## src/shared/lbm_pkg.sv

```systemverilog
/*
 * Constants of the leaky-bucket activity monitor: register indices,
 * field positions, reset values, timing counts and bus encodings.
 * Assumes the design runs from one 25 MHz system clock.
 */
// How it works
// - Each 128 ms cycle with a failed or erratic input adds one.
// - One is taken off per 1, 2, 4 or 8 clean cycles in a row.
// - Drain speed is the fill speed, or its half, quarter or eighth.
// - Alarm is raised once the bucket reaches its eight-bit upper limit.
// - Configuration 1 drains by its own leak setting, not configuration 0.
// - Alarm is cleared once the bucket falls to its eight-bit lower limit.
// - The bucket never counts beyond its eight-bit maximum size.
package lbm_pkg;

    // ------------------------------------------------------------------
    // Timing
    // ------------------------------------------------------------------
    localparam int LBM_CLK_HZ = 25_000_000;
    localparam int LBM_CYCLE_MS = 128;
    localparam int LBM_CYCLE_CLKS = LBM_CYCLE_MS * (LBM_CLK_HZ / 1000);

    // ------------------------------------------------------------------
    // Register indices (byte address is four times the index)
    // ------------------------------------------------------------------
    localparam logic [7:0] LBM_IDX_RAISE_LVL_CFG0 = 8'h50;
    localparam logic [7:0] LBM_IDX_CLEAR_LVL_CFG0 = 8'h51;
    localparam logic [7:0] LBM_IDX_SIZE_CFG0 = 8'h52;
    localparam logic [7:0] LBM_IDX_LEAK_RATE_CFG0 = 8'h53;
    localparam logic [7:0] LBM_IDX_RAISE_LVL_CFG1 = 8'h54;
    localparam logic [7:0] LBM_IDX_CLEAR_LVL_CFG1 = 8'h55;
    localparam logic [7:0] LBM_IDX_SIZE_CFG1 = 8'h56;
    localparam logic [7:0] LBM_IDX_LEAK_RATE_CFG1 = 8'h57;
    localparam logic [7:0] LBM_IDX_IRQ_STATUS = 8'h60;
    localparam logic [7:0] LBM_IDX_IRQ_MASK = 8'h61;
    localparam logic [7:0] LBM_IDX_LEVEL_CFG0 = 8'h62;
    localparam logic [7:0] LBM_IDX_LEVEL_CFG1 = 8'h63;
    localparam logic [7:0] LBM_IDX_ALARM_STATE = 8'h64;

    // ------------------------------------------------------------------
    // Fields and reset values
    // ------------------------------------------------------------------
    localparam int LBM_LEAK_LSB = 0;
    localparam int LBM_LEAK_W = 2;
    localparam logic [7:0] LBM_RST_LEAK_RATE = 8'h01;
    localparam logic [7:0] LBM_RST_RAISE_LVL = 8'h06;
    localparam logic [7:0] LBM_RST_CLEAR_LVL = 8'h04;
    localparam logic [7:0] LBM_RST_SIZE = 8'h08;
    localparam logic [3:0] LBM_RST_IRQ_MASK = 4'h0;
    // Status bits: [1:0] alarm raised per config, [3:2] alarm cleared
    localparam int LBM_IRQ_RAISE_LSB = 0;
    localparam int LBM_IRQ_CLEAR_LSB = 2;

    // ------------------------------------------------------------------
    // AXI4-Lite
    // ------------------------------------------------------------------
    localparam logic [1:0] LBM_RESP_OKAY = 2'h0;
    localparam logic [1:0] LBM_RESP_SLVERR = 2'h2;

endpackage

```

## src/rtl/lbm_bucket.sv

```systemverilog
/*
 * One leaky-bucket accumulator with its own leak span and alarm limits.
 * Assumes tick pulses once per monitoring cycle and fail is a level or
 * pulse that marks bad behaviour of the monitored input.
 */
`timescale 1ns/10ps
module lbm_bucket import lbm_pkg::*; (
    input wire logic aclk,
    input wire logic aresetn,
    input wire logic tick,
    input wire logic fail,
    input wire logic [LBM_LEAK_W-1:0] leak_code,
    input wire logic [7:0] raise_lvl,
    input wire logic [7:0] clear_lvl,
    input wire logic [7:0] size_lvl,
    output logic [7:0] level,
    output logic alarm,
    output logic raise_evt,
    output logic clear_evt
);
    logic fail_seen_r;
    logic [2:0] clean_r;
    logic [2:0] span_last;
    logic bad_cycle;

    assign bad_cycle = fail_seen_r | fail;
    // Span of clean cycles per decrement: 1, 2, 4 or 8
    assign span_last = 3'((4'h1 << leak_code) - 4'h1);

    // ------------------------------------------------------------------
    // Failure seen during the running cycle
    // ------------------------------------------------------------------
    always_ff @(posedge aclk) begin
        if (!aresetn) begin
            fail_seen_r <= 1'b0;
        end else if (tick) begin
            fail_seen_r <= 1'b0;
        end else if (fail) begin
            fail_seen_r <= 1'b1;
        end
    end

    // ------------------------------------------------------------------
    // Accumulator
    // ------------------------------------------------------------------
    always_ff @(posedge aclk) begin
        if (!aresetn) begin
            level <= 8'h0;
            clean_r <= 3'h0;
        end else if (tick) begin
            if (bad_cycle) begin
                clean_r <= 3'h0;
                if (level < size_lvl) begin
                    level <= level + 8'h1;
                end
            end else if (clean_r >= span_last) begin
                clean_r <= 3'h0;
                if (level != 8'h0) begin
                    level <= level - 8'h1;
                end
            end else begin
                clean_r <= clean_r + 3'h1;
            end
        end
    end

    // ------------------------------------------------------------------
    // Alarm with events
    // ------------------------------------------------------------------
    always_ff @(posedge aclk) begin
        if (!aresetn) begin
            alarm <= 1'b0;
            raise_evt <= 1'b0;
            clear_evt <= 1'b0;
        end else begin
            raise_evt <= 1'b0;
            clear_evt <= 1'b0;
            if (!alarm && level >= raise_lvl) begin
                alarm <= 1'b1;
                raise_evt <= 1'b1;
            end else if (alarm && level <= clear_lvl) begin
                alarm <= 1'b0;
                clear_evt <= 1'b1;
            end
        end
    end
endmodule

```

## src/rtl/lbm_tick.sv

```systemverilog
/*
 * Monitoring-cycle timer: one-cycle pulse at the end of every cycle.
 * Assumes a free-running system clock.
 */
`timescale 1ns/10ps
module lbm_tick import lbm_pkg::*; #(
    parameter int CYCLE_CLKS = LBM_CYCLE_CLKS
) (
    input wire logic aclk,
    input wire logic aresetn,
    output logic tick
);
    localparam logic [31:0] LAST = 32'(CYCLE_CLKS - 1);

    logic [31:0] cnt_r;

    // ------------------------------------------------------------------
    // Cycle counter
    // ------------------------------------------------------------------
    always_ff @(posedge aclk) begin
        if (!aresetn) begin
            cnt_r <= 32'h0;
            tick <= 1'b0;
        end else if (cnt_r == LAST) begin
            cnt_r <= 32'h0;
            tick <= 1'b1;
        end else begin
            cnt_r <= cnt_r + 32'h1;
            tick <= 1'b0;
        end
    end
endmodule

```

## src/rtl/lbm_top.sv

```systemverilog
/*
 * Leaky-bucket activity monitor for two inputs, each judged by its own
 * bucket configuration, with an AXI4-Lite register slave and interrupt.
 * Assumes fail inputs synchronous to aclk and a single AXI master with
 * at most one write and one read in flight.
 */
`timescale 1ns/10ps
module lbm_top import lbm_pkg::*; #(
    parameter int CYCLE_CLKS = LBM_CYCLE_CLKS,
    parameter int ADDR_W = 10
) (
    input wire logic aclk,
    input wire logic aresetn,
    input wire logic [1:0] fail_in,
    output logic [1:0] alarm_out,
    output logic irq,
    input wire logic [ADDR_W-1:0] s_axi_awaddr,
    input wire logic [2:0] s_axi_awprot,
    input wire logic s_axi_awvalid,
    output logic s_axi_awready,
    input wire logic [31:0] s_axi_wdata,
    input wire logic [3:0] s_axi_wstrb,
    input wire logic s_axi_wvalid,
    output logic s_axi_wready,
    output logic [1:0] s_axi_bresp,
    output logic s_axi_bvalid,
    input wire logic s_axi_bready,
    input wire logic [ADDR_W-1:0] s_axi_araddr,
    input wire logic [2:0] s_axi_arprot,
    input wire logic s_axi_arvalid,
    output logic s_axi_arready,
    output logic [31:0] s_axi_rdata,
    output logic [1:0] s_axi_rresp,
    output logic s_axi_rvalid,
    input wire logic s_axi_rready
);
    // ------------------------------------------------------------------
    // Declarations
    // ------------------------------------------------------------------
    logic [ADDR_W-1:0] awaddr_r;
    logic [7:0] wdata_r;
    logic wstrb0_r;
    logic aw_held_r;
    logic w_held_r;
    logic wr_go;
    logic [7:0] wr_idx;
    logic wr_hit;
    logic [7:0] rd_idx;
    logic [7:0] rd_data;
    logic rd_hit;

    logic [7:0] raise_lvl_r [2];
    logic [7:0] clear_lvl_r [2];
    logic [7:0] size_r [2];
    logic [LBM_LEAK_W-1:0] leak_r [2];
    logic [3:0] irq_status_r;
    logic [3:0] irq_mask_r;
    logic [3:0] irq_set;
    logic [3:0] irq_clr;

    logic tick;
    logic [7:0] level [2];
    logic [1:0] alarm;
    logic [1:0] raise_evt;
    logic [1:0] clear_evt;

    assign wr_idx = 8'(awaddr_r >> 2);
    assign rd_idx = 8'(s_axi_araddr >> 2);
    assign wr_go = aw_held_r & w_held_r & ~s_axi_bvalid;

    // ------------------------------------------------------------------
    // Cycle timer and the two buckets
    // ------------------------------------------------------------------
    lbm_tick #(
        .CYCLE_CLKS(CYCLE_CLKS)
    ) u_tick (
        .aclk(aclk),
        .aresetn(aresetn),
        .tick(tick)
    );

    for (genvar i = 0; i < 2; i++) begin : g_bucket
        // Each bucket reads only its own configuration registers
        lbm_bucket u_bucket (
            .aclk(aclk),
            .aresetn(aresetn),
            .tick(tick),
            .fail(fail_in[i]),
            .leak_code(leak_r[i]),
            .raise_lvl(raise_lvl_r[i]),
            .clear_lvl(clear_lvl_r[i]),
            .size_lvl(size_r[i]),
            .level(level[i]),
            .alarm(alarm[i]),
            .raise_evt(raise_evt[i]),
            .clear_evt(clear_evt[i])
        );
    end

    always_ff @(posedge aclk) begin
        if (!aresetn) begin
            alarm_out <= 2'h0;
        end else begin
            alarm_out <= alarm;
        end
    end

    // ------------------------------------------------------------------
    // Write address and data capture
    // ------------------------------------------------------------------
    always_ff @(posedge aclk) begin
        if (!aresetn) begin
            aw_held_r <= 1'b0;
            awaddr_r <= '0;
            s_axi_awready <= 1'b0;
        end else if (s_axi_awvalid && s_axi_awready) begin
            aw_held_r <= 1'b1;
            awaddr_r <= s_axi_awaddr;
            s_axi_awready <= 1'b0;
        end else begin
            if (wr_go) begin
                aw_held_r <= 1'b0;
            end
            s_axi_awready <= ~aw_held_r & ~s_axi_bvalid;
        end
    end

    always_ff @(posedge aclk) begin
        if (!aresetn) begin
            w_held_r <= 1'b0;
            wdata_r <= 8'h0;
            wstrb0_r <= 1'b0;
            s_axi_wready <= 1'b0;
        end else if (s_axi_wvalid && s_axi_wready) begin
            w_held_r <= 1'b1;
            wdata_r <= s_axi_wdata[7:0];
            wstrb0_r <= s_axi_wstrb[0];
            s_axi_wready <= 1'b0;
        end else begin
            if (wr_go) begin
                w_held_r <= 1'b0;
            end
            s_axi_wready <= ~w_held_r & ~s_axi_bvalid;
        end
    end

    // ------------------------------------------------------------------
    // Write decode
    // ------------------------------------------------------------------
    always_comb begin
        unique case (wr_idx)
            LBM_IDX_RAISE_LVL_CFG0, LBM_IDX_CLEAR_LVL_CFG0,
            LBM_IDX_SIZE_CFG0, LBM_IDX_LEAK_RATE_CFG0,
            LBM_IDX_RAISE_LVL_CFG1, LBM_IDX_CLEAR_LVL_CFG1,
            LBM_IDX_SIZE_CFG1, LBM_IDX_LEAK_RATE_CFG1,
            LBM_IDX_IRQ_STATUS, LBM_IDX_IRQ_MASK: begin
                wr_hit = 1'b1;
            end
            LBM_IDX_LEVEL_CFG0, LBM_IDX_LEVEL_CFG1,
            LBM_IDX_ALARM_STATE: begin
                wr_hit = 1'b1;
            end
            default: begin
                wr_hit = 1'b0;
            end
        endcase
    end

    // ------------------------------------------------------------------
    // Write response
    // ------------------------------------------------------------------
    always_ff @(posedge aclk) begin
        if (!aresetn) begin
            s_axi_bvalid <= 1'b0;
            s_axi_bresp <= LBM_RESP_OKAY;
        end else if (wr_go) begin
            s_axi_bvalid <= 1'b1;
            s_axi_bresp <= wr_hit ? LBM_RESP_OKAY : LBM_RESP_SLVERR;
        end else if (s_axi_bready) begin
            s_axi_bvalid <= 1'b0;
        end
    end

    // ------------------------------------------------------------------
    // Configuration registers
    // ------------------------------------------------------------------
    always_ff @(posedge aclk) begin
        if (!aresetn) begin
            for (int i = 0; i < 2; i++) begin
                raise_lvl_r[i] <= LBM_RST_RAISE_LVL;
                clear_lvl_r[i] <= LBM_RST_CLEAR_LVL;
                size_r[i] <= LBM_RST_SIZE;
                leak_r[i] <= LBM_RST_LEAK_RATE[LBM_LEAK_W-1:0];
            end
            irq_mask_r <= LBM_RST_IRQ_MASK;
        end else if (wr_go && wstrb0_r) begin
            unique case (wr_idx)
                LBM_IDX_RAISE_LVL_CFG0: raise_lvl_r[0] <= wdata_r;
                LBM_IDX_CLEAR_LVL_CFG0: clear_lvl_r[0] <= wdata_r;
                LBM_IDX_SIZE_CFG0: size_r[0] <= wdata_r;
                LBM_IDX_LEAK_RATE_CFG0: begin
                    leak_r[0] <= wdata_r[LBM_LEAK_LSB +: LBM_LEAK_W];
                end
                LBM_IDX_RAISE_LVL_CFG1: raise_lvl_r[1] <= wdata_r;
                LBM_IDX_CLEAR_LVL_CFG1: clear_lvl_r[1] <= wdata_r;
                LBM_IDX_SIZE_CFG1: size_r[1] <= wdata_r;
                LBM_IDX_LEAK_RATE_CFG1: begin
                    leak_r[1] <= wdata_r[LBM_LEAK_LSB +: LBM_LEAK_W];
                end
                LBM_IDX_IRQ_MASK: irq_mask_r <= wdata_r[3:0];
                default: begin
                end
            endcase
        end
    end

    // ------------------------------------------------------------------
    // Interrupt status, write one to clear, a new event wins
    // ------------------------------------------------------------------
    assign irq_set = {clear_evt, raise_evt};
    assign irq_clr = (wr_go && wstrb0_r && wr_idx == LBM_IDX_IRQ_STATUS)
        ? wdata_r[3:0] : 4'h0;

    always_ff @(posedge aclk) begin
        if (!aresetn) begin
            irq_status_r <= 4'h0;
        end else begin
            irq_status_r <= (irq_status_r & ~irq_clr) | irq_set;
        end
    end

    always_ff @(posedge aclk) begin
        if (!aresetn) begin
            irq <= 1'b0;
        end else begin
            irq <= |(irq_status_r & irq_mask_r);
        end
    end

    // ------------------------------------------------------------------
    // Read decode
    // ------------------------------------------------------------------
    always_comb begin
        rd_data = 8'h0;
        rd_hit = 1'b1;
        unique case (rd_idx)
            LBM_IDX_RAISE_LVL_CFG0: rd_data = raise_lvl_r[0];
            LBM_IDX_CLEAR_LVL_CFG0: rd_data = clear_lvl_r[0];
            LBM_IDX_SIZE_CFG0: rd_data = size_r[0];
            LBM_IDX_LEAK_RATE_CFG0: rd_data = 8'(leak_r[0]);
            LBM_IDX_RAISE_LVL_CFG1: rd_data = raise_lvl_r[1];
            LBM_IDX_CLEAR_LVL_CFG1: rd_data = clear_lvl_r[1];
            LBM_IDX_SIZE_CFG1: rd_data = size_r[1];
            LBM_IDX_LEAK_RATE_CFG1: rd_data = 8'(leak_r[1]);
            LBM_IDX_IRQ_STATUS: rd_data = 8'(irq_status_r);
            LBM_IDX_IRQ_MASK: rd_data = 8'(irq_mask_r);
            LBM_IDX_LEVEL_CFG0: rd_data = level[0];
            LBM_IDX_LEVEL_CFG1: rd_data = level[1];
            LBM_IDX_ALARM_STATE: rd_data = 8'(alarm);
            default: begin
                rd_hit = 1'b0;
            end
        endcase
    end

    // ------------------------------------------------------------------
    // Read channel
    // ------------------------------------------------------------------
    always_ff @(posedge aclk) begin
        if (!aresetn) begin
            s_axi_arready <= 1'b0;
            s_axi_rvalid <= 1'b0;
            s_axi_rdata <= 32'h0;
            s_axi_rresp <= LBM_RESP_OKAY;
        end else if (s_axi_arvalid && s_axi_arready) begin
            s_axi_arready <= 1'b0;
            s_axi_rvalid <= 1'b1;
            s_axi_rdata <= 32'(rd_data);
            s_axi_rresp <= rd_hit ? LBM_RESP_OKAY : LBM_RESP_SLVERR;
        end else if (s_axi_rvalid) begin
            if (s_axi_rready) begin
                s_axi_rvalid <= 1'b0;
            end
        end else begin
            s_axi_arready <= 1'b1;
        end
    end
endmodule

```

## config.mk

```make
export PLATFORM = sky130hd
export DESIGN_NAME = lbm_top
export DESIGN_NICKNAME = d
export VERILOG_FILES = /design/src/shared/lbm_pkg.sv /design/src/rtl/lbm_bucket.sv /design/src/rtl/lbm_tick.sv /design/src/rtl/lbm_top.sv
export SDC_FILE = /design/constraint.sdc
export NUM_CORES = 1
export LEC_CHECK = 0
export ABC_AREA = 1
export ABC_CLOCK_PERIOD_IN_PS = 2250
export BUFFER_PORTS_ARGS = -buffer_cell sky130_fd_sc_hd__buf_4
export CORE_UTILIZATION = 50
export DETAILED_ROUTE_END_ITERATION = 16
export PLACE_DENSITY_LB_ADDON = 0.2
export SLEW_MARGIN = 10
export SYNTH_ARGS = -nofsm -noshare
export SYNTH_HDL_FRONTEND = slang
export SYNTH_SLANG_ARGS = --single-unit
```

## constraint.sdc

```tcl
create_clock -name aclk -period 2.25 [get_ports aclk]
set_input_delay 0.1125 -clock aclk [delete_from_list [all_inputs] [get_ports aclk]]
set_output_delay 0.1125 -clock aclk [all_outputs]
set_load 0.005 [all_outputs]
```

==> results of run 1 <==
synth_stat cells, types with 2 or more instances:
cell type | n | share of area, %
nand2_4 | 2 | 0.24
inv_1 | 164 | 6.6
o21ai_0 | 57 | 3.0
nand3_1 | 112 | 6.0
nor2_4 | 3 | 0.36
or2_2 | 8 | 0.53
and2_1 | 2 | 0.13
nor2_1 | 135 | 5.4
nand4_1 | 37 | 2.5
o2111ai_1 | 2 | 0.19
nor3_4 | 2 | 0.35
nand2_1 | 235 | 9.4
o211ai_1 | 2 | 0.16
buf_2 | 8 | 0.43
nor4_1 | 3 | 0.20
or2_1 | 2 | 0.13
o22ai_1 | 4 | 0.27
edfxtp_1 | 52 | 17
ha_1 | 67 | 8.9
o21ai_1 | 2 | 0.11
fa_1 | 2 | 0.43
a21oi_1 | 108 | 5.8
o21a_1 | 4 | 0.32
nand3b_1 | 3 | 0.24
inv_2 | 5 | 0.20
nor3_1 | 21 | 1.1
nor3_2 | 3 | 0.32
a21boi_0 | 2 | 0.16
buf_6 | 5 | 0.60
o21bai_1 | 2 | 0.16
a21oi_2 | 6 | 0.56
dfxtp_1 | 108 | 23
clkbuf_1 | 9 | 0.36
nor2_2 | 9 | 0.60
xnor2_1 | 2 | 0.19
or2_0 | 4 | 0.27
a31oi_1 | 2 | 0.13
buf_4 | 27 | 2.2
xor2_1 | 13 | 1.2
power by group:
part           internal, W  switching, W
sequential         0.00304     0.0000430
clock              0.00159       0.00128
combinational     0.000171      0.000291
layout make-up:
| cell class | instances | area (µm²) | area share, % |
|---|---|---|---|
| Clock buffer | 20 | 479 | 4.43 |
| Clock inverter | 12 | 113 | 1.04 |
| Inverter | 170 | 638 | 5.90 |
| Multi-Input combinational cell | 886 | 4780 | 44.3 |
| Sequential cell | 160 | 3720 | 34.5 |
| Tap cell | 229 | 287 | 2.65 |
| Timing Repair Buffer | 98 | 783 | 7.25 |
path summary, 6_finish.rpt:
kind                                  startpoint                               end  slack [ns]  cells past startpoint
setup / recovery                    leak_r[0][3]     g_bucket[1].u_bucket.level[2]        0.15                     10
setup reg to reg                    leak_r[0][3]     g_bucket[1].u_bucket.level[2]        0.15                     10
hold reg to reg   g_bucket[1].u_bucket.clear_evt                   irq_status_r[3]        0.45                      2
hold / removal                        fail_in[1]  g_bucket[1].u_bucket.fail_seen_r        0.12                      4
metrics by stage:
step / setup slack, ns / hold WS (ns) / utilization (%) / total power [W]
2_1_floorplan: 0.216 / 0.271 / - / 0.00344
3_3_place_gp: 0.135 / 0.362 / 55.2 / 0.00357
3_5_place_dp: 0.0943 / 0.374 / 55.2 / 0.00357
4_1_cts: 0.0606 / 0.111 / 59.5 / 0.00644
5_1_grt: 0.00338 / 0.120 / 59.6 / 0.00663
6_report: 0.152 / 0.118 / 59.6 / 0.00641
registers in the layout, indices dropped and copies added, names as in the netlist, 4 cells and up:
signal and flops:
raise_lvl_r 16, size_r 16, g_bucket.u_bucket.level 16, irq_mask_r 4, s_axi_rdata 8, awaddr_r 8
g_bucket.u_bucket.clean_r 6, wdata_r 8, clear_lvl_r 16, u_tick.cnt_r 32, irq_status_r 4, leak_r 4
worst reg2reg max path, stage by stage, from the launching register on:
cell and delay (ns):
edfxtp_1 0.39, or2_2 0.32, ha_1 0.28, o21ai_0 0.09, a21boi_1 0.21, o21ai_2 0.09
nor2_1 0.11, buf_4 0.22, nand3_1 0.11, nand2_1 0.12, nor2_1 0.05
metal layers:
layer | part of all wire [%] | track usage, % | wire (µm) | vias to the layer above
met5 | 0.037 | 0 | 9 | -
met2 | 46 | 42.1 | 11400 | 289
met4 | 1.9 | 9.77 | 459 | 2
li1 | - | - | - | 4263
met1 | 45 | 35.0 | 11100 | 3836
met3 | 6.9 | 5.56 | 1700 | 40
cell usage in the layout, fill, tap and decap left out, drive strengths merged, types with 3 or more instances in the layout:
master,n
clkinv,6
dfxtp,108
nor2,147
clkbuf,20
xor2,13
nor4,3
nand3,112
inv,175
a21oi,114
dlygate4sd3,19
nor3,26
o21a,4
buf,79
nand2,238
o21ai,59
or2,14
nand4,38
conb,26
nand3b,3
ha,67
o22ai,4
edfxtp,52
timing repair:
item,4_1_cts,5_1_grt
gates resized for setup,0,5
hold buffers,19,0
hold endpoints to repair,19,0
setup endpoints to repair,0,16
logic make-up (layout without fill, tap and decap cells):
group	Yosys count	count (layout)	synth area share (%)
compound gates	193	193	11.0
xor+xnor	15	15	1.40
simple gates	583	583	28.0
fa+ha+maj	69	69	9.37
buf+inv	220	300	10.4
other cells	1	26	0.0400
flops	160	160	39.7
==> results summary, run 1 <==
The run finished with clean final reports. The top fanout value on the critical path is 16. The leakage component of the power came out at 4.73 nW. In this run the cell area of the synthesized design comes to 9380 µm². The height of the chip is 139 µm.

STA classifies the critical path startpoint as a flip-flop. The number of failing hold endpoints at the final stage is 0. The slew at the pin with the worst max-slew slack came out at 0.594 ns. Counting flops and latches in the post-synthesis netlist gives 160. The clock tree from TritonCTS is yes. For this run, the total global-route usage over all layers was measured as 26.3%. The maximum buffer depth of the clock tree came out at 2. The share of post-route cells with drive strength above 1 came out at 11.4%.

The proportion of synthesized flip-flops having asynchronous set or reset came out at 0%. The library cell used as clock root buffer is clkbuf_16. The via count of the first global-routing pass came out at 7,896. The level count of the clock H-tree is 4. Dividing total power by cell area gives a power density of 593 nW/µm².

The number of vias after detailed routing is 8,430. The via-per-instance ratio is 5.35. In this run the post-CTS setup repair buffer count came out at 0. The overflow left after global routing came out at 0. The synthesized netlist contains 46 unique library cells. In this run the horizontal extent of the chip is 139 µm. The buffering stage count on the worst path with inverters included came out at 1. The peak per-stage delay on the critical path is 0.39 ns. The final routed wire length divided by cell count came out at 15.6 µm. The post-place instance area is 10,000 µm².

The number of antenna diodes in the final layout is 0. Counting the fill cells in the layout gives 1,691. The number of cells in the finished layout apart from fillers came out at 1,575. The final worst clock skew is 0.0146 ns. Setup repair after global routing left no endpoint under its margin. The area growth from synthesis to final layout came out at 15.3%.

The setup TNS came out at 0 ns. The number of antenna violations at the first check in global routing came out at 1. The final routed DRC violation total came out at 0. After legalization and detailed placement, the total HPWL measured 18,800 µm. The die covers 19,300 µm².

The later pin in the worst-skew pair is clocked with a latency of 0.43 ns. The count of warnings emitted by yosys came out at 0. Broken down by cell family, the worst path's largest delay share belongs to simple AND/OR/NAND/NOR gates. The highest clock frequency the design can meet is 477 MHz. The type of the worst min-delay path is in -> reg. The count of buffers from port buffering is 51. The number of cell rows came out at 49. The global placer's final weighted congestion is 0.954.

The most numerous cell type found on the critical path is nor2_1. Counting the buffers created by CTS gives 17. The overall routed net length came out at 24,600 µm. The final net count came out at 1,473. Entering global routing, the biggest net connects 56 pins. The clock slew seen by the registers of the worst setup and hold paths came out at 0.06 ns. The remaining antenna violation count is 0. Setup violations remaining at the end of the flow were counted as 0.

The finished cells cover 10,800 µm². The portion of the post-synthesis area used by sequential elements is 39.7%. The starting density of the core is 51.7%.

The core footprint is 18,100 µm². The number of top-level pins came out at 115. The final critical delay including setup and external delays came out at 2.10 ns. The critical path is of the reg -> reg type. In the synthesized netlist, the number of instances is 1,241.

The post-placement cell count came out at 1,524. The final clock period utilization by the worst path is 93.2%. The count of flip-flops with a built-in enable after synthesis came out at 52. The worst pin sits at a relative slew slack of 60.4%. The most used flip-flop cell after synthesis is dfxtp_1. The detailed-routing iteration count for the pre-antenna-repair pass came out at 7.

The required time of the worst setup path came out at 2.56 ns. VDD sags by at most 0.000561 V. On the critical path, the stage with the largest delay is an instance of edfxtp_1.

The number of DRC markers after the initial detailed-route iteration is 681. The critical path goes through or2_2 -> ha_1 -> o21ai_0 -> a21boi_1 -> o21ai_2 -> nor2_1 -> buf_4 -> nand3_1 -> nand2_1 -> nor2_1. Clock tree synthesis found a total of 160 sinks. The critical path arrival came out at 2.41 ns. Across the run, the number of max-cap violations was 0. The first global-routing pass estimated 39,700 µm of wire. The worst setup path is captured at a flip-flop. The synthesized area divided by synthesized cell count came out at 7.56 µm². The max-slew violation count is 0.
Note: power is estimated with default switching activity, not from simulation.
==> run 2, diff against run 1 <==
--- a/config.mk
+++ b/config.mk
@@ -8,7 +8,7 @@
 export ABC_AREA = 1
 export ABC_CLOCK_PERIOD_IN_PS = 2250
 export BUFFER_PORTS_ARGS = -buffer_cell sky130_fd_sc_hd__buf_4
-export CORE_UTILIZATION = 50
+export CORE_UTILIZATION = 30
 export DETAILED_ROUTE_END_ITERATION = 16
 export PLACE_DENSITY_LB_ADDON = 0.2
 export SLEW_MARGIN = 10
==> results summary, run 2 (same netlist as run 1, synthesis figures left out) <==
The setup TNS is 0 ns (unchanged). The number of cells in the finished layout apart from fillers is 1,747 (was 1,575). The clock tree from TritonCTS is yes (unchanged). The number of cell rows came out at 64 (was 49). The global-route wire length before repair came out at 41,300 µm (was 39,700 µm). Status: completed (unchanged). The remaining antenna violation count came out at 0 (unchanged). The net switching share of the total power is 27.8% (was 25.1%).

The number of DRC markers after the initial detailed-route iteration is 468 (was 681). The final net count came to 1,478 (was 1,473). The CTS sink count is 160 (unchanged). The maximum number of pins on one net before global-route repair came out at 56 (unchanged). The overall routed net length is 26,400 µm (was 24,600 µm). The final number of setup-violating endpoints came out at 0 (unchanged). The die footprint is 32,000 µm² (was 19,300 µm²). The final worst clock skew came out at 0.0117 ns (was 0.0146 ns). The cell internal power dissipation came to 0.00475 W (was 0.00480 W). The sequential share of power came out at 46.9% (was 48.1%). The placed wire-length estimate is 20,500 µm (was 18,800 µm).

The total CTS buffers is 17 (unchanged). The area growth from synthesis to final layout is 18.1% (was 15.3%). The register-to-register setup slack came out at 0.20 ns (was 0.15 ns). The via-per-instance ratio is 4.71 (was 5.35). The via count of the first global-routing pass is 7,679 (was 7,896). The critical path capture point type is a flip-flop (unchanged). The detailed-routing iteration count for the pre-antenna-repair pass is 4 (was 7). The critical path arrival is 2.39 ns (was 2.41 ns). The overflow left after global routing came out at 0 (unchanged). The met3 layer usage reported by global route came out at 2.80% (was 5.56%). The worst hold path startpoint is fail_in[1] (unchanged). The slew at the pin with the worst max-slew slack came out at 0.605 ns (was 0.594 ns). The number of antenna violations at the first check in global routing came to 0 (was 1). The power density of the placed cells is 594 nW/µm² (was 593 nW/µm²). The destination of the worst hold path is g_bucket[1].u_bucket.fail_seen_r (unchanged). RSZ-0062 raised after global routing: no (unchanged). The width of the chip is 179 µm (was 139 µm). The largest register by flop count is u_tick.cnt_r (unchanged). The clock latency on the worst-skew pair came out at 0.44 ns (was 0.43 ns). The starting density of the core is 30.6% (was 51.7%).

The final clock period utilization by the worst path came to 91.0% (was 93.2%). The startpoint type of the worst setup path is a flip-flop (unchanged). The required time of the worst setup path is 2.59 ns (was 2.56 ns). The global-route usage over all layers came out at 17.1% (was 26.3%).

The post-place instance area came to 10,300 µm² (was 10,000 µm²). The power share of the clock group is 46.1% (was 44.7%). The met2 global-route usage came out at 27.7% (was 42.1%).

The reg-to-reg critical path endpoint was g_bucket[1].u_bucket.level[6] (was g_bucket[1].u_bucket.level[2]). The critical path class is reg -> reg (unchanged). The number of antenna diodes came out at 0 (unchanged). The final routed DRC violation total came to 0 (unchanged).

The most common cell after layout, fill and taps aside is nand2_1 (unchanged). The share of post-route cells with drive strength above 1 is 11.5% (was 11.4%). The top fanout value on the critical path is 16 (unchanged). The global placer's final weighted congestion came to 0.908 (was 0.954). The startpoint of the worst register-to-register path was leak_r[0][3] (unchanged).

The logic gate share of total power came out at 7.0% (was 7.2%). The flip-flop count of the largest register, all copies and words added is 32 (unchanged). The remaining max-slew budget at the tightest pin came out at 59.6% (was 60.4%). The layer with the highest usage after global routing is met2 (unchanged).

The maximum buffer depth of the clock tree is 2 (unchanged). The level count of the clock H-tree is 4 (unchanged). The post-placement cell count came out at 1,695 (was 1,524).

The number of top-level pins came to 115 (unchanged). The number of cells on the worst reg-to-reg path is 9 (was 10). The core footprint came out at 30,700 µm² (was 18,100 µm²). The library cell used as clock root buffer is clkbuf_16 (unchanged). The count of buffers from port buffering was 51 (unchanged).

The switching power is 0.00183 W (was 0.00161 W). The height of the chip came out at 179 µm (was 139 µm). The peak supply drop was 0.000542 V (was 0.000561 V).

The highest clock frequency the design can meet came out at 488 MHz (was 477 MHz). The worst hold path stage count is 4 (unchanged). The leakage component of the power is 4.76 nW (was 4.73 nW).

The final routed wire length divided by cell count is 15.1 µm (was 15.6 µm). The clock slew seen by the registers of the worst setup and hold paths came out at 0.08 ns (was 0.06 ns). The final design instance area without fill was 11,100 µm² (was 10,800 µm²). The met1 capacity usage during global routing is 22.5% (was 35.0%). The number of vias after detailed routing came to 8,220 (was 8,430).

Most frequent cells in the layout: nand2_1, inv_1, nor2_1 (unchanged). The type of the worst min-delay path was in -> reg (unchanged). The number of failing hold endpoints at the final stage came to 0 (unchanged). The max-slew violation count came out at 0 (unchanged).

The final critical delay including setup and external delays is 2.05 ns (was 2.10 ns). The count of maximum capacitance violations came to 0 (unchanged).
-- run 2: cell types whose count changed in the layout (fill, tap and decap cells not counted), sizes merged --
cell	previous run	this run
buf	79	83
clkbuf	20	17
clkinv	6	5
clkinvlp	1	0
dlygate4sd3	19	20
inv	175	180
-- run 2: worst max-delay path, stage by stage, from the launching register on --
cell and delay (ns):
edfxtp_1 0.41, or2_2 0.31, ha_1 0.26, o21ai_0 0.17
a21boi_1 0.11, o21ai_1 0.22, nor2_1 0.06, buf_4 0.19
a21oi_1 0.16, nor2_1 0.06
-- run 2: cell type report --
cell class              instances  area (µm²)
repair buffers                103         836
inverters                     170         638
flip-flops and latches        160        3720
clock buffers                  17         425
well taps                     396         495
multi-input cells             886        4770
clock inverters                15         184
fillers                      3270       19600
-- run 2: layer usage --
metal | share of wire, % | vias to the layer above | wire (µm)
met3 | 2.8 | 35 | 728
met4 | 3.0 | 0 | 786
met1 | 47 | 3762 | 12500
li1 | - | 4277 | -
met2 | 47 | 146 | 12300
met5 | 0 | - | 0
-- run 2: how the worst max path moves through the flow --
| stage | start | endpoint | slack, ns | cells past startpoint |
|---|---|---|---|---|
| after global placement | leak_r[0][3] | g_bucket[1].u_bucket.level[1] | 0.17 | 9 |
| final | leak_r[0][3] | g_bucket[1].u_bucket.level[6] | 0.20 | 9 |
| after global routing | leak_r[0][3] | g_bucket[1].u_bucket.level[6] | 0.01 | 10 |
| after detailed placement | leak_r[0][3] | g_bucket[1].u_bucket.level[7] | 0.12 | 10 |
| after CTS | leak_r[0][3] | g_bucket[1].u_bucket.level[7] | 0.12 | 10 |
| after floorplan | leak_r[0][1] | g_bucket[0].u_bucket.level[7] | 0.22 | 10 |
-- run 2: per-stage QoR --
step | hold slack [ns] | total power, W | setup WS (ns) | utilization [%]
after floorplan | 0.271 | 0.00344 | 0.216 | -
after global placement | 0.364 | 0.00359 | 0.174 | 33.5
after detailed placement | 0.374 | 0.00359 | 0.121 | 33.5
after CTS | 0.0943 | 0.00667 | 0.117 | 36.1
after global routing | 0.122 | 0.00686 | 0.0135 | 36.1
final | 0.108 | 0.00658 | 0.201 | 36.1
-- run 2: timing repair --
item                       CTS  global route
hold endpoints to repair    20             0
buffers inserted             0             0
hold buffers                20             0
gates resized for setup      0             2
setup endpoints to repair    0            13
-- run 2: power groups by stage --
stage	logic (W)	registers [W]	clock network, W
after CTS	0.000467	0.00308	0.00312
after global placement	0.000437	0.00315	0
after global routing	0.000529	0.00309	0.00324
final	0.000460	0.00309	0.00303
after detailed placement	0.000437	0.00315	0
after floorplan	0.000303	0.00314	0
==> run 3, diff against run 2 <==
--- a/config.mk
+++ b/config.mk
@@ -8,9 +8,12 @@
 export ABC_AREA = 1
 export ABC_CLOCK_PERIOD_IN_PS = 2250
 export BUFFER_PORTS_ARGS = -buffer_cell sky130_fd_sc_hd__buf_4
+export CORE_ASPECT_RATIO = 0.7
 export CORE_UTILIZATION = 30
+export CTS_CLUSTER_DIAMETER = 150
 export DETAILED_ROUTE_END_ITERATION = 16
 export PLACE_DENSITY_LB_ADDON = 0.2
+export RECOVER_POWER = 50
 export SLEW_MARGIN = 10
 export SYNTH_ARGS = -nofsm -noshare
 export SYNTH_HDL_FRONTEND = slang
==> results summary, run 3 (same netlist as run 1, synthesis figures left out) <==
Status: completed (unchanged). The level count of the clock H-tree came out at 4 (unchanged). The power density of the placed cells is 590 nW/µm² (was 594 nW/µm²). The share of post-route cells with drive strength above 1 came out at 11.3% (was 11.5%). The CTS sink count came out at 160 (unchanged). The final routed DRC violation total came out at 0 (unchanged).

The global-route wire length before repair came out at 42,600 µm (was 41,300 µm). The number of failing hold endpoints at the final stage is 0 (unchanged). The max-slew violation count is 0 (unchanged). The maximum buffer depth of the clock tree is 2 (unchanged). The via-per-instance ratio is 4.70 (was 4.71). The final design instance area without fill came out at 11,100 µm² (about the same). Cell chain of the critical path: ha_1 -> nand2_1 -> nor3_1 -> inv_2 -> nor2_4 -> nand4_4 -> nand2_4 -> buf_12 -> a21oi_1 (was or2_2 -> ha_1 -> o21ai_0 -> a21boi_1 -> o21ai_1 -> nor2_1 -> buf_4 -> a21oi_1 -> nor2_1). The total CTS buffers was 17 (unchanged). The cell with the largest stage delay on the worst path is nor3_1 (was edfxtp_1). The final net count is 1,486 (was 1,478). The post-place instance area came to 10,400 µm² (was 10,300 µm²). The number of antenna diodes was 0 (unchanged).

The leakage component of the power came out at 4.76 nW (about the same). The global placer's final weighted congestion came out at 0.957 (was 0.908). The number of top-level pins came out at 115 (unchanged). The post-route core utilization is 36.6% (was 36.1%). The critical path class is reg -> reg (unchanged). The buffering stage count on the worst path with inverters included came out at 2 (was 1). The count of buffers from port buffering is 51 (unchanged). The remaining max-slew budget at the tightest pin came out at 36.2% (was 59.6%).

The highest clock frequency the design can meet is 477 MHz (was 488 MHz). The critical path arrival is 2.43 ns (was 2.39 ns). The most common cell after layout, fill and taps aside is nand2_1 (unchanged). The detailed-routing iteration count for the pre-antenna-repair pass was 5 (was 4). The number of vias after detailed routing came out at 8,329 (was 8,220). The top fanout value on the critical path came out at 15 (was 16). The width of the chip is 213 µm (was 179 µm). The setup TNS is 0 ns (unchanged). The core footprint came out at 30,400 µm² (was 30,700 µm²). The final worst clock skew is 0.0130 ns (was 0.0117 ns). The startpoint type of the worst setup path was a flip-flop (unchanged). The overflow left after global routing came out at 0 (unchanged). The clock latency on the worst-skew pair came to 0.44 ns (about the same). The uppermost metal layer occupied by signal nets is met4 (unchanged).

The detailed-route wire length on metal 1 is 14,400 µm (was 12,500 µm). The die footprint came to 32,000 µm² (about the same). The remaining antenna violation count is 0 (unchanged).

The final number of setup-violating endpoints came out at 0 (unchanged). The placed wire-length estimate is 21,800 µm (was 20,500 µm). The number of DRC markers after the initial detailed-route iteration is 764 (was 468).

The final routed wire length divided by cell count came out at 15.6 µm (was 15.1 µm). The count of maximum capacitance violations is 0 (unchanged). The global-route usage over all layers came out at 17.7% (was 17.1%). The maximum number of pins on one net before global-route repair was 56 (unchanged). The flip-flop count of the largest register, all copies and words added came out at 32 (unchanged). The type of the worst min-delay path is in -> reg (unchanged). The area growth from synthesis to final layout is 18.7% (was 18.1%). Most frequent cells in the layout: nand2_1, inv_1, nor2_1 (unchanged). The detailed route wirelength on metal3 is 2320 µm (was 728 µm). The peak supply drop came out at 0.000508 V (was 0.000542 V).

The clock slew seen by the registers of the worst setup and hold paths is 0.08 ns (about the same). The minimum setup slack after placement came out at 0.0932 ns (was 0.121 ns). The post-route worst setup slack is 0.152 ns (was 0.201 ns).

The via count of the first global-routing pass came to 7,468 (was 7,679). The wire length on met2 came out at 10,700 µm (was 12,300 µm). The gate family responsible for the most delay along the worst path is simple AND/OR/NAND/NOR gates (was compound AO/OA/AOI/OAI gates). The slew at the pin with the worst max-slew slack is 0.954 ns (was 0.605 ns). The overall routed net length is 27,600 µm (was 26,400 µm).

RSZ-0062 raised after global routing: no (unchanged). The number of cell rows is 53 (was 64). The largest register by flop count is u_tick.cnt_r (unchanged). The library cell used as clock root buffer is clkbuf_16 (unchanged).

The peak per-stage delay on the critical path is 0.43 ns (was 0.41 ns). The starting density of the core is 30.9% (was 30.6%). The final critical delay including setup and external delays came out at 2.10 ns (was 2.05 ns). The clock tree from TritonCTS is yes (unchanged). The post-route total power is 0.00657 W (was 0.00658 W).

The critical path capture point type is a flip-flop (unchanged). The required time of the worst setup path is 2.58 ns (was 2.59 ns). The number of antenna violations at the first check in global routing is 1 (was 0). The final clock period utilization by the worst path is 93.2% (was 91.0%). The height of the chip is 150 µm (was 179 µm).
[run 3: cell types whose count changed in the layout (fill, tap and decap cells not counted), sizes merged]
cell    before  now
clkinv       5    8
clkbuf      17   43
inv        180  177
buf         83   65
[run 3: worst paths after layout]
kind	startpoint	slack, ns	cells past startpoint	end
min	fail_in[0]	0.13	4	g_bucket[0].u_bucket.fail_seen_r
min reg2reg	aw_held_r	0.46	1	s_axi_awready
max reg2reg	u_tick.cnt_r[0]	0.15	9	u_tick.cnt_r[8]
max	u_tick.cnt_r[0]	0.15	9	u_tick.cnt_r[8]
[run 3: timing repair]
action / 4_1_cts / 5_1_grt
setup buffers: 0 / 0
resized for setup: 0 / 2
setup endpoints to repair: 0 / 16
hold buffers: 20 / 0
endpoints found under the hold margin: 21 / 0
[run 3: per-stage QoR]
step	hold slack [ns]	cells
floorplan	0.271	1266
global placement	0.363	1719
detailed placement	0.372	1719
CTS	0.0913	1771
global route	0.134	1771
finish	0.127	1771
[run 3: power breakdown]
group	internal [W]	total (W)	switching, W
registers	0.00304	0.00309	0.0000468
clock network	0.00152	0.00300	0.00148
logic	0.000180	0.000485	0.000305
[run 3: per-layer routing]
metal  GRT usage [%]  vias up
li1                -     4284
met1            27.8     3767
met2            23.2      258
met3            4.85       20
met4            4.04        0
met5               0        -
[run 3: tightest hold or removal path: cells and delay by family]
kind	cells	cell delay, ns
buf+inv	2	0.26
simple gates	2	0.15
[run 3: area by class of cell]
class | count | area (µm²)
multi-input combinational | 886 | 4760
tap | 412 | 515
fill | 3255 | 19200
clock inverter | 15 | 186
timing repair buffer | 111 | 883
inverter | 170 | 638
clock buffer | 17 | 425
sequential | 160 | 3720
